==> config.mk <==
export PLATFORM = sky130hd
export DESIGN_NAME = lpt_low_power_counter
export DESIGN_NICKNAME = d
export VERILOG_FILES = /design/src/hw/lpt_pkg.sv /design/src/hw/lpt_low_power_counter.sv
export VERILOG_INCLUDE_DIRS = /design/src /design/src/hw
export SDC_FILE = /design/constraint.sdc
export NUM_CORES = 1
export LEC_CHECK = 0
export ABC_AREA = 0
export ABC_CLOCK_PERIOD_IN_PS = 3300
export BUFFER_PORTS_ARGS = -buffer_cell sky130_fd_sc_hd__buf_4
export CORE_ASPECT_RATIO = 2
export CORE_UTILIZATION = 25
export DETAILED_ROUTE_END_ITERATION = 8
export HOLD_SLACK_MARGIN = 0.08
export SLEW_MARGIN = 20
export SYNTH_ARGS = -nofsm -noshare
export SYNTH_HDL_FRONTEND = slang
export SYNTH_SLANG_ARGS = --single-unit
==> constraint.sdc <==
create_clock -name i_clk -period 3.3 [get_ports i_clk]
set_clock_uncertainty 0.05 [all_clocks]
set_input_delay 0.66 -clock i_clk [delete_from_list [all_inputs] [get_ports i_clk]]
set_output_delay 0.66 -clock i_clk [all_outputs]
set_load 0.01 [all_outputs]
==> src/hw/lpt_map.svh <==
`ifndef LPT_MAP_SVH
`define LPT_MAP_SVH

// counting clock selection codes
`define LPT_SEL_XTAL 3'h0
`define LPT_SEL_RC_A 3'h1
`define LPT_SEL_RC_B 3'h2
`define LPT_SEL_HS_RC 3'h3
`define LPT_SEL_BUS 3'h4
`define LPT_SEL_EXT 3'h5

`define LPT_CNT_W 16
`define LPT_CNT_ZERO 16'h0000
`define LPT_CNT_ONE 16'h0001

// glitch filter: stable samples needed per length code
`define LPT_FILT_N0 4'h1
`define LPT_FILT_N1 4'h2
`define LPT_FILT_N2 4'h4
`define LPT_FILT_N3 4'h8

// deepest stop level each instance survives
`define LPT_MAX_STOP_FIRST 2'h2
`define LPT_MAX_STOP_SECOND 2'h1

// synchroniser lanes
`define LPT_PIN_N 7
`define LPT_FILT_LANES 3

`endif

==> src/hw/lpt_pkg.sv <==
`include "lpt_map.svh"

package lpt_pkg;

    typedef enum logic [0:0] {
        LPT_IDLE = 1'b0,
        LPT_RUN = 1'b1
    } lpt_fsm_t;

    typedef struct packed {
        lpt_fsm_t fsm;
        logic [`LPT_CNT_W-1:0] cnt;
        logic out;
        logic cmp_f;
        logic arr_f;
        logic wake;
        logic [`LPT_PIN_N-1:0] s1;
        logic [`LPT_PIN_N-1:0] s2;
        logic [3:0] p;
        logic [`LPT_FILT_LANES-1:0] f;
        logic [`LPT_FILT_LANES-1:0] fp;
        logic [3*`LPT_FILT_LANES-1:0] fc;
    } lpt_state_t;

endpackage

==> src/hw/lpt_low_power_counter.sv <==
// Function
// - the counter counts upward in 16 bits up to a 16-bit autoreload value; in encoder mode it also counts down, wrapping from 0 to the autoreload value.
// - a 16-bit compare value drives the output as a single pulse or as PWM by configuration.
// - continuous mode counts forever, one-shot mode makes one run per start except in encoder mode, which keeps running.
// - counting starts on a software command or a hardware trigger, chosen by configuration.
// - the counting clock is chosen among crystal, either RC, the fast RC or the bus clock.
// - edges on the external input pin can be counted with no internal source running.
// - external inputs pass a programmable glitch filter that drops short pulses.
// - quadrature encoder counting exists only in the first instance.
// - with a low-speed or external clock the timer keeps counting in stop and can wake.
// - the first instance lives through stop levels 0 to 2, the second only 0 and 1.

`include "lpt_map.svh"

module lpt_low_power_counter
    import lpt_pkg::*;
#(
    parameter bit ENC_EN = 1'b1,
    parameter logic [1:0] MAX_STOP = `LPT_MAX_STOP_FIRST
)
(
    input wire logic i_clk,
    input wire logic i_resetn,
    input wire logic i_enable,
    input wire logic [2:0] i_clk_sel,
    input wire logic i_low_speed_crystal_clock,
    input wire logic i_low_speed_rc_clock_a,
    input wire logic i_low_speed_rc_clock_b,
    input wire logic i_high_speed_rc_clock,
    input wire logic i_ext_pin,
    input wire logic i_trig_pin,
    input wire logic i_enc_b_pin,
    input wire logic i_trig_hw,
    input wire logic i_sw_start,
    input wire logic i_oneshot,
    input wire logic i_pwm_mode,
    input wire logic [1:0] i_filt_len,
    input wire logic i_enc_mode,
    input wire logic [15:0] i_arr,
    input wire logic [15:0] i_cmp,
    input wire logic i_stop,
    input wire logic [1:0] i_stop_level,
    input wire logic i_wake_cmp_en,
    input wire logic i_wake_arr_en,
    input wire logic i_cmp_clr,
    input wire logic i_arr_clr,
    output logic [15:0] o_count,
    output logic o_out,
    output logic o_cmp_flag,
    output logic o_arr_flag,
    output logic o_running,
    output logic o_wakeup
);
    import lpt_pkg::*;

    lpt_state_t state_reg;
    lpt_state_t state_next;
    logic tick;
    logic dn;
    logic enc_act;
    logic hw_trig;
    logic gate_ok;
    logic [3:0] need;

    function automatic logic [3:0] filt_need(input logic [1:0] len);
        unique case (len)
            2'h0: filt_need = `LPT_FILT_N0;
            2'h1: filt_need = `LPT_FILT_N1;
            2'h2: filt_need = `LPT_FILT_N2;
            2'h3: filt_need = `LPT_FILT_N3;
        endcase
    endfunction

    // returns {filtered level, run length}
    function automatic logic [3:0] filt_step(input logic raw, input logic cur,
                                             input logic [2:0] run, input logic [3:0] n);
        logic [3:0] run1;
        run1 = {1'b0, run} + 4'h1;
        if (raw == cur)
            filt_step = {cur, 3'h0};
        else if (run1 >= n)
            filt_step = {raw, 3'h0};
        else
            filt_step = {cur, run1[2:0]};
    endfunction

    function automatic logic lp_src(input logic [2:0] sel);
        lp_src = (sel == `LPT_SEL_XTAL) || (sel == `LPT_SEL_RC_A) ||
                 (sel == `LPT_SEL_RC_B) || (sel == `LPT_SEL_EXT);
    endfunction

    assign need = filt_need(i_filt_len);
    assign enc_act = ENC_EN && i_enc_mode;
    assign hw_trig = state_reg.f[1] && !state_reg.fp[1];
    // fast source and bus clock are gated off in stop, deep levels per instance
    assign gate_ok = !i_stop || (lp_src(i_clk_sel) && (i_stop_level <= MAX_STOP));

    always_comb
    begin
        logic a_r;
        logic a_f;
        logic raw_tick;
        a_r = state_reg.f[0] && !state_reg.fp[0];
        a_f = !state_reg.f[0] && state_reg.fp[0];
        raw_tick = 1'b0;
        dn = 1'b0;
        if (enc_act)
        begin
            raw_tick = a_r || a_f;
            dn = (a_r && state_reg.f[2]) || (a_f && !state_reg.f[2]);
        end
        else
        begin
            // the fast rc is far above this clock; its edges alias when sampled
            unique case (i_clk_sel)
                `LPT_SEL_XTAL, `LPT_SEL_RC_A, `LPT_SEL_RC_B, `LPT_SEL_HS_RC:
                    raw_tick = state_reg.s2[i_clk_sel[1:0]] && !state_reg.p[i_clk_sel[1:0]];
                `LPT_SEL_BUS: raw_tick = 1'b1;
                `LPT_SEL_EXT: raw_tick = a_r;
                default: raw_tick = 1'b0;
            endcase
        end
        tick = raw_tick && gate_ok;
    end

    always_comb
    begin
        logic [3:0] fs;
        logic cmp_hit;
        logic arr_hit;
        fs = 4'h0;
        state_next = state_reg;
        cmp_hit = 1'b0;
        arr_hit = 1'b0;
        state_next.s1 = {i_enc_b_pin, i_trig_pin, i_ext_pin, i_high_speed_rc_clock,
                         i_low_speed_rc_clock_b, i_low_speed_rc_clock_a,
                         i_low_speed_crystal_clock};
        state_next.s2 = state_reg.s1;
        state_next.p = state_reg.s2[3:0];
        state_next.fp = state_reg.f;
        for (int i = 0; i < `LPT_FILT_LANES; i++)
        begin
            fs = filt_step(state_reg.s2[4+i], state_reg.f[i], state_reg.fc[3*i +: 3], need);
            state_next.f[i] = fs[3];
            state_next.fc[3*i +: 3] = fs[2:0];
        end
        if (!i_enable)
        begin
            state_next.fsm = LPT_IDLE;
            state_next.cnt = `LPT_CNT_ZERO;
            state_next.out = 1'b0;
        end
        else
        begin
            unique case (state_reg.fsm)
                LPT_IDLE:
                begin
                    state_next.out = 1'b0;
                    if (i_trig_hw ? hw_trig : i_sw_start)
                    begin
                        state_next.fsm = LPT_RUN;
                        state_next.cnt = `LPT_CNT_ZERO;
                    end
                end
                LPT_RUN:
                begin
                    if (tick)
                    begin
                        cmp_hit = (state_reg.cnt == i_cmp);
                        if (dn)
                            state_next.cnt = (state_reg.cnt == `LPT_CNT_ZERO) ? i_arr :
                                             state_reg.cnt - `LPT_CNT_ONE;
                        else if (state_reg.cnt == i_arr)
                        begin
                            arr_hit = 1'b1;
                            state_next.cnt = `LPT_CNT_ZERO;
                            if (i_oneshot && !enc_act)
                                state_next.fsm = LPT_IDLE;
                        end
                        else
                            state_next.cnt = state_reg.cnt + `LPT_CNT_ONE;
                    end
                    // pwm: high from compare to reload; pulse: one count period
                    if (i_pwm_mode)
                        state_next.out = (state_next.cnt >= i_cmp) &&
                                         (state_next.fsm == LPT_RUN);
                    else if (tick)
                        state_next.out = (state_next.cnt == i_cmp) &&
                                         (state_next.fsm == LPT_RUN);
                end
            endcase
        end
        // set beats clear in the same cycle
        state_next.cmp_f = cmp_hit || (state_reg.cmp_f && !i_cmp_clr);
        state_next.arr_f = arr_hit || (state_reg.arr_f && !i_arr_clr);
        state_next.wake = i_stop && ((state_next.cmp_f && i_wake_cmp_en) ||
                                     (state_next.arr_f && i_wake_arr_en));
    end

    always_ff @(posedge i_clk or negedge i_resetn)
    begin
        if (!i_resetn)
            state_reg <= '0;
        else
            state_reg <= state_next;
    end

    assign o_count = state_reg.cnt;
    assign o_out = state_reg.out;
    assign o_cmp_flag = state_reg.cmp_f;
    assign o_arr_flag = state_reg.arr_f;
    assign o_running = (state_reg.fsm == LPT_RUN);
    assign o_wakeup = state_reg.wake;
endmodule

[Yosys cells after proc, flatten, opt, wreduce, memory -nomap -nowiden]
Cells that the tools add are included.
Storage, ports and cells
  bits of input ports: 59
  output and inout bits: 21
  ROM bits: 0
  RAM bits: 0
  register bits: 53
  memories kept: 0
  word-level logic and storage cells: 124
  latch bits: 0
Cells by class
  equal/unequal tests: 16
  add/subtract/negate cells: 5
  shifts and indexed selects: 0
  bitwise operators: 4
  order comparisons: 7
  div/mod/pow operators: 0
  reduce and logical (&&, ||, !) cells: 41
  mux-type cells: 37
  $mul: 0
Operators by type and width (count)
  17-bit 2-to-1 mux: 4
  16-bit == test: 3
  16-bit 2-to-1 mux: 3
  18-bit case mux with 2 select lines: 1
  1-bit 2-to-1 mux: 18
  18-bit 2-to-1 mux: 1
  3-bit 2-to-1 mux: 6
  16-bit by 1-bit adder with 16-bit output, second input constant: 1
  16-bit >= comparator: 1
  1-bit logical AND: 16
  16-bit logical NOT: 1
  4-bit case mux with 4 select lines: 1
  16-bit by 1-bit subtractor with 16-bit output, second input constant: 1
  3-bit by 1-bit adder with 4-bit output, second input constant: 3
  4-bit >= comparator: 3
  1-bit logical NOT: 9
  1-bit logical OR: 9
  3-bit by 2-bit == test with 1-bit output, second input constant: 2
  3-bit == test, second input constant: 2
  2-bit AND reduction: 3
  1-bit binary-select mux with 2-bit select: 2
  2-bit == test, second input constant: 2
  2-bit by 4-bit < comparator with 1-bit output, second input constant: 1
  4-bit by 3-bit inequality test with 1-bit output, second input constant: 1
  11 further kinds: 16

[Longest topological paths before layout]
  depth in word-level cells: 16
  depth in mapped cells: 17
  depth with buffers taken out: 15

[Least setup slack after synthesis]
Ideal clock, no wire load.
  path type: in2reg
  start point: input port i_enc_mode
  end point: register state_reg, in the netlist o_out
  stages on the path: 13
  slack: -70 ps
  data arrival time: 3243 ps
  library setup time: 76 ps
  path buffers: 2
  required time: 3174 ps
  path through: clkbuf_1 > and2b_1 > a32oi_2 > o311ai_2 > clkbuf_1 > a21oi_1 > o221ai_1 > ha_1 > nand4_1 > nor4_1 > a21oi_1 > or3_1 > o21ai_1
Between the ends
  longest elaborated chain between the ends: 13
  elaborated cells on any way between the ends: 21
  classes of those cells: order compare (1); eq/ne (2); mux (13); reduce/logical (5)
RTL lines
  start: declaration: line lpt_low_power_counter.sv:38  | input wire logic i_enc_mode,
  parallel branches: the longest is 13 deep, another holds 16-bit >= comparator
  end signal: assignment: line lpt_low_power_counter.sv:205  | state_reg <= state_next;
  end: declaration: line lpt_low_power_counter.sv:56  | lpt_state_t state_reg;
Several ways; the timed one is not identified. The select of a mux whose other input is x is not followed.
A chain may end at the register's enable or synchronous reset.

[Worst setup path in the final report]
  start point: input port i_arr[4]
  end point: register state_reg, in the netlist o_out
Between the ends
  longest elaborated chain between the ends: 12
  elaborated cells on any way between the ends: 17
  classes of those cells: order compare (1); eq/ne (2); mux (12); reduce/logical (2)
RTL lines
  start: declaration: line lpt_low_power_counter.sv:39  | input wire logic [15:0] i_arr,
  16-bit == test: line lpt_low_power_counter.sv:173  | else if (state_reg.cnt == i_arr)
  16-bit 2-to-1 mux: line lpt_low_power_counter.sv:173
  16-bit 2-to-1 mux: line lpt_low_power_counter.sv:170  | if (dn)
  17-bit 2-to-1 mux (*): line lpt_low_power_counter.sv:167  | if (tick)
  17-bit 2-to-1 mux (*): line lpt_low_power_counter.sv:155  | unique case (state_reg.fsm)
  17-bit 2-to-1 mux (*): line lpt_low_power_counter.sv:147  | if (!i_enable)
  parallel branches: the longest is 3 deep, another holds 16-bit >= comparator
  1-bit 2-to-1 mux (*): line lpt_low_power_counter.sv:184  | if (i_pwm_mode)
  18-bit case mux with 2 select lines (*): line lpt_low_power_counter.sv:155
  18-bit 2-to-1 mux (*): line lpt_low_power_counter.sv:147
Mark *: on every way between the ends. The select of a mux whose other input is x is not followed.

==> results by group <==
Critical path
  • Worst Reg-to-Reg Cells: 15
  • Worst Setup Start Kind: input port
  • R2R setup slack: -0.07 ns
  • Reg-to-Reg End: o_out$_DFFE_PN0P_
  • Worst path required time: 3.50 ns
  • WP data arrival: 3.60 ns
  • Crit path kind: input port to flop
  • Crit end category: flop
  • Critical Path Fanout Max: 6
  • RR Startpoint: o_count[14]$_DFFE_PN0P_

STA
  • Final Hold Violating Endpoints: 0
  • Minimum clock period: roughly 3.4 ns
  • Max Slew Vio Count: 0
  • Rel. slew slack: 51.9%
  • Final setup violation count: 1
  • RSZ-0062 raised after global routing: true
  • Achievable Freq: 294 MHz
  • Final worst setup slack: -0.103 ns
  • Final Cycle Share: 103%
  • Final TNS setup: -0.103 ns
  • Worst slew pin tran: a little over 0.7 ns

Finish
  • ANT cells: 0
  • Area Overhead vs Synth: 42.2%
  • Number of flip-flops in the largest register: 18
  • Most common cell after layout, fill and taps aside: buf_4
  • Most frequent cells in the layout: 192 x buf_4, 48 x dfrtp_1, 36 x nand2_1
  • Nets@finish: 782
  • Share of layout cells above drive strength 1: 39.4%
  • Fillers: between 1.5k and 2k

Drt
  • Via count: 4744
  • Met3 wire len: 743 µm
  • Drt wl/cell: roughly 19 µm
  • Via density per instance: 5.25
  • DRC Markers: 6
  • 1st-pass router iterations: 7
  • WL met2: 9340 µm
  • Met1 wire length: 5750 µm
  • Post-Route WL: 17400 µm
  • Post-route ant nets: 0
  • Drt initial violations: 311
  • Uppermost layer routed: met4

Clocking
  • CTS Buf Count: 5
  • Max clock buf depth: 2
  • CTS H-tree depth: 2
  • CTS tree: built
  • Root Buffer Master: clkbuf_16
  • # clock sinks: 53
  • Worst-path clk slew: 0.08 ns
  • Worst-Skew Late Latency: 0.31 ns

Placed design
  • HPWL after DPL: 14000 µm
  • Placer Congestion: 0.930
  • PortBufs: 79
  • Setup slack at placement: -0.353 ns

Yosys
  • Post-synthesis cell area: 0.00462 mm²
  • Syn avg cell area: 8.78 µm²
  • Syn nets: 622
  • Seq/Total Area, Yosys: roughly 29%
  • Unique masters post-synth: 68
  • Syn Inst Count: around 530
  • Yosys warns: 0
  • Post-synth EDFFs: 0
  • Top FF cell, synth: dfrtp_1
  • Number of synthesized register bits: 53
  • Post-synth ARST share: 100%

Floorplanning
  • Rows: 70
  • Die area: 0.0191 mm²
  • Die span in y: 194 µm
  • Initial core utilization: 25.4%
  • Die W: 98.2 µm
  • Core area: 0.0182 mm²
  • Num ports: 80

Hold path
  • Worst hold start: state_next[20]$_DFF_PN0_
  • Hold path depth: 0
  • Hold/Removal Path Class: flop to flop
  • Worst Hold Path EP: state_next[16]$_DFF_PN0_

Run status
  • Failing checks: DRC, setup timing
  • Outcome: finished, violations left

Global routing
  • Largest net degree at the start of global routing: 54
  • Vias in the first global route: 5051
  • Antenna violations before repair: 0
  • First-pass GRT wire length: approximately 27000 µm
  • Total GRT Usage: 18.8%
  • Total congestion overflow: 0

Pwr
  • Maximum VDD drop: 0.269 mV
  • Cell Pwr Density: 530 mW/mm²
  • Leakage power: 3.17 nW

Run
  • Max-cap viol count: 0
[power breakdown]
group | switching (mW) | total, mW | internal, mW
sequential | 0.0728 | 0.813 | 0.740
clock | 0.272 | 0.578 | 0.306
combinational | 1.06 | 2.09 | 1.03
total | 1.41 | 3.48 | 2.07
[cell families (layout without fill, tap and decap cells)]
family          Yosys count  count (layout)  synth area share, %
simple gates            167             168                 21.1
buf+inv                  80             240                 9.47
xor+xnor                 49              49                 9.28
mux                       6               6                 1.46
compound gates          136             136                 20.3
flops                    53              53                 28.7
fa+ha+maj                36              36                 9.74
[area by class of cell]
cell class | count | area, µm² | area share (%)
Sequential cell | 53 | 1330 | 20.3
Multi-Input combinational cell | 395 | 3150 | 47.9
Clock inverter | 2 | 16.3 | 0.247
Inverter | 34 | 128 | 1.94
Clock buffer | 6 | 139 | 2.11
Timing Repair Buffer | 198 | 1540 | 23.4
Tap cell | 216 | 270 | 4.11
[per-layer routing]
metal | vias up | GRT usage (%)
met5 | - | 0
met4 | 0 | 18.1
met3 | 74 | 2.73
met2 | 178 | 34.0
li1 | 2223 | -
met1 | 2269 | 17.5
[Yosys cell counts, drive strengths merged, types with 11 or more instances]
cell type  instances  area, µm²
nand2             39        149
o22ai             15       93.8
nand3             14       75.1
nor2              26        105
xnor2             26        228
nor3              11       70.1
o211ai            14        105
dfrtp             53       1330
inv               34        128
nor4              11        118
buf               37        277
and3              14       87.6
a21oi             29        145
o21ai             23        115
xor2              23        201
ha                36        450
[worst max-delay path: stages]
cell	delay [ns]
buf_4	0.13
xnor2_2	0.16
nand4_1	0.28
nor4_4	0.36
buf_4	0.19
or2_4	0.17
buf_4	0.12
buf_4	0.12
o32a_1	0.19
o22ai_2	0.09
ha_1	0.29
nand2_1	0.07
nor2_1	0.23
a21oi_1	0.10
or3_1	0.31
o21ai_1	0.11
[what timing repair did]
item	4_1_cts	5_1_grt
hold buffers	0	0
gates resized for setup	26	32
cloned	1	0
setup endpoints to repair	1	1
pin swaps	12	26
buffers inserted	4	7
[worst max-delay path by stage]
stage / startpoint / to / depth (start not counted)
after floorplan: i_arr[3] / o_out$_DFFE_PN0P_ / 13
after global placement: i_arr[11] / o_out$_DFFE_PN0P_ / 14
after detailed placement: i_arr[13] / o_out$_DFFE_PN0P_ / 15
after CTS: o_count[0]$_DFFE_PN0P_ / o_out$_DFFE_PN0P_ / 14
after global routing: i_arr[4] / o_out$_DFFE_PN0P_ / 15
final: i_arr[4] / o_out$_DFFE_PN0P_ / 16
[metrics by stage]
step / util (%) / std cells / power, mW / hold WS, ns / instance area, µm²
finish: 36.1 / 904 / 3.48 / 0.300 / 6580
floorplan: - / 527 / 1.92 / 0.281 / 4650
global placement: 33.2 / 885 / 2.68 / 0.283 / 6050
global route: 36.1 / 904 / 3.72 / 0.308 / 6580
detailed placement: 33.2 / 885 / 2.70 / 0.285 / 6050
CTS: 34.9 / 898 / 3.39 / 0.302 / 6360
(Power assumes the default switching activity.)
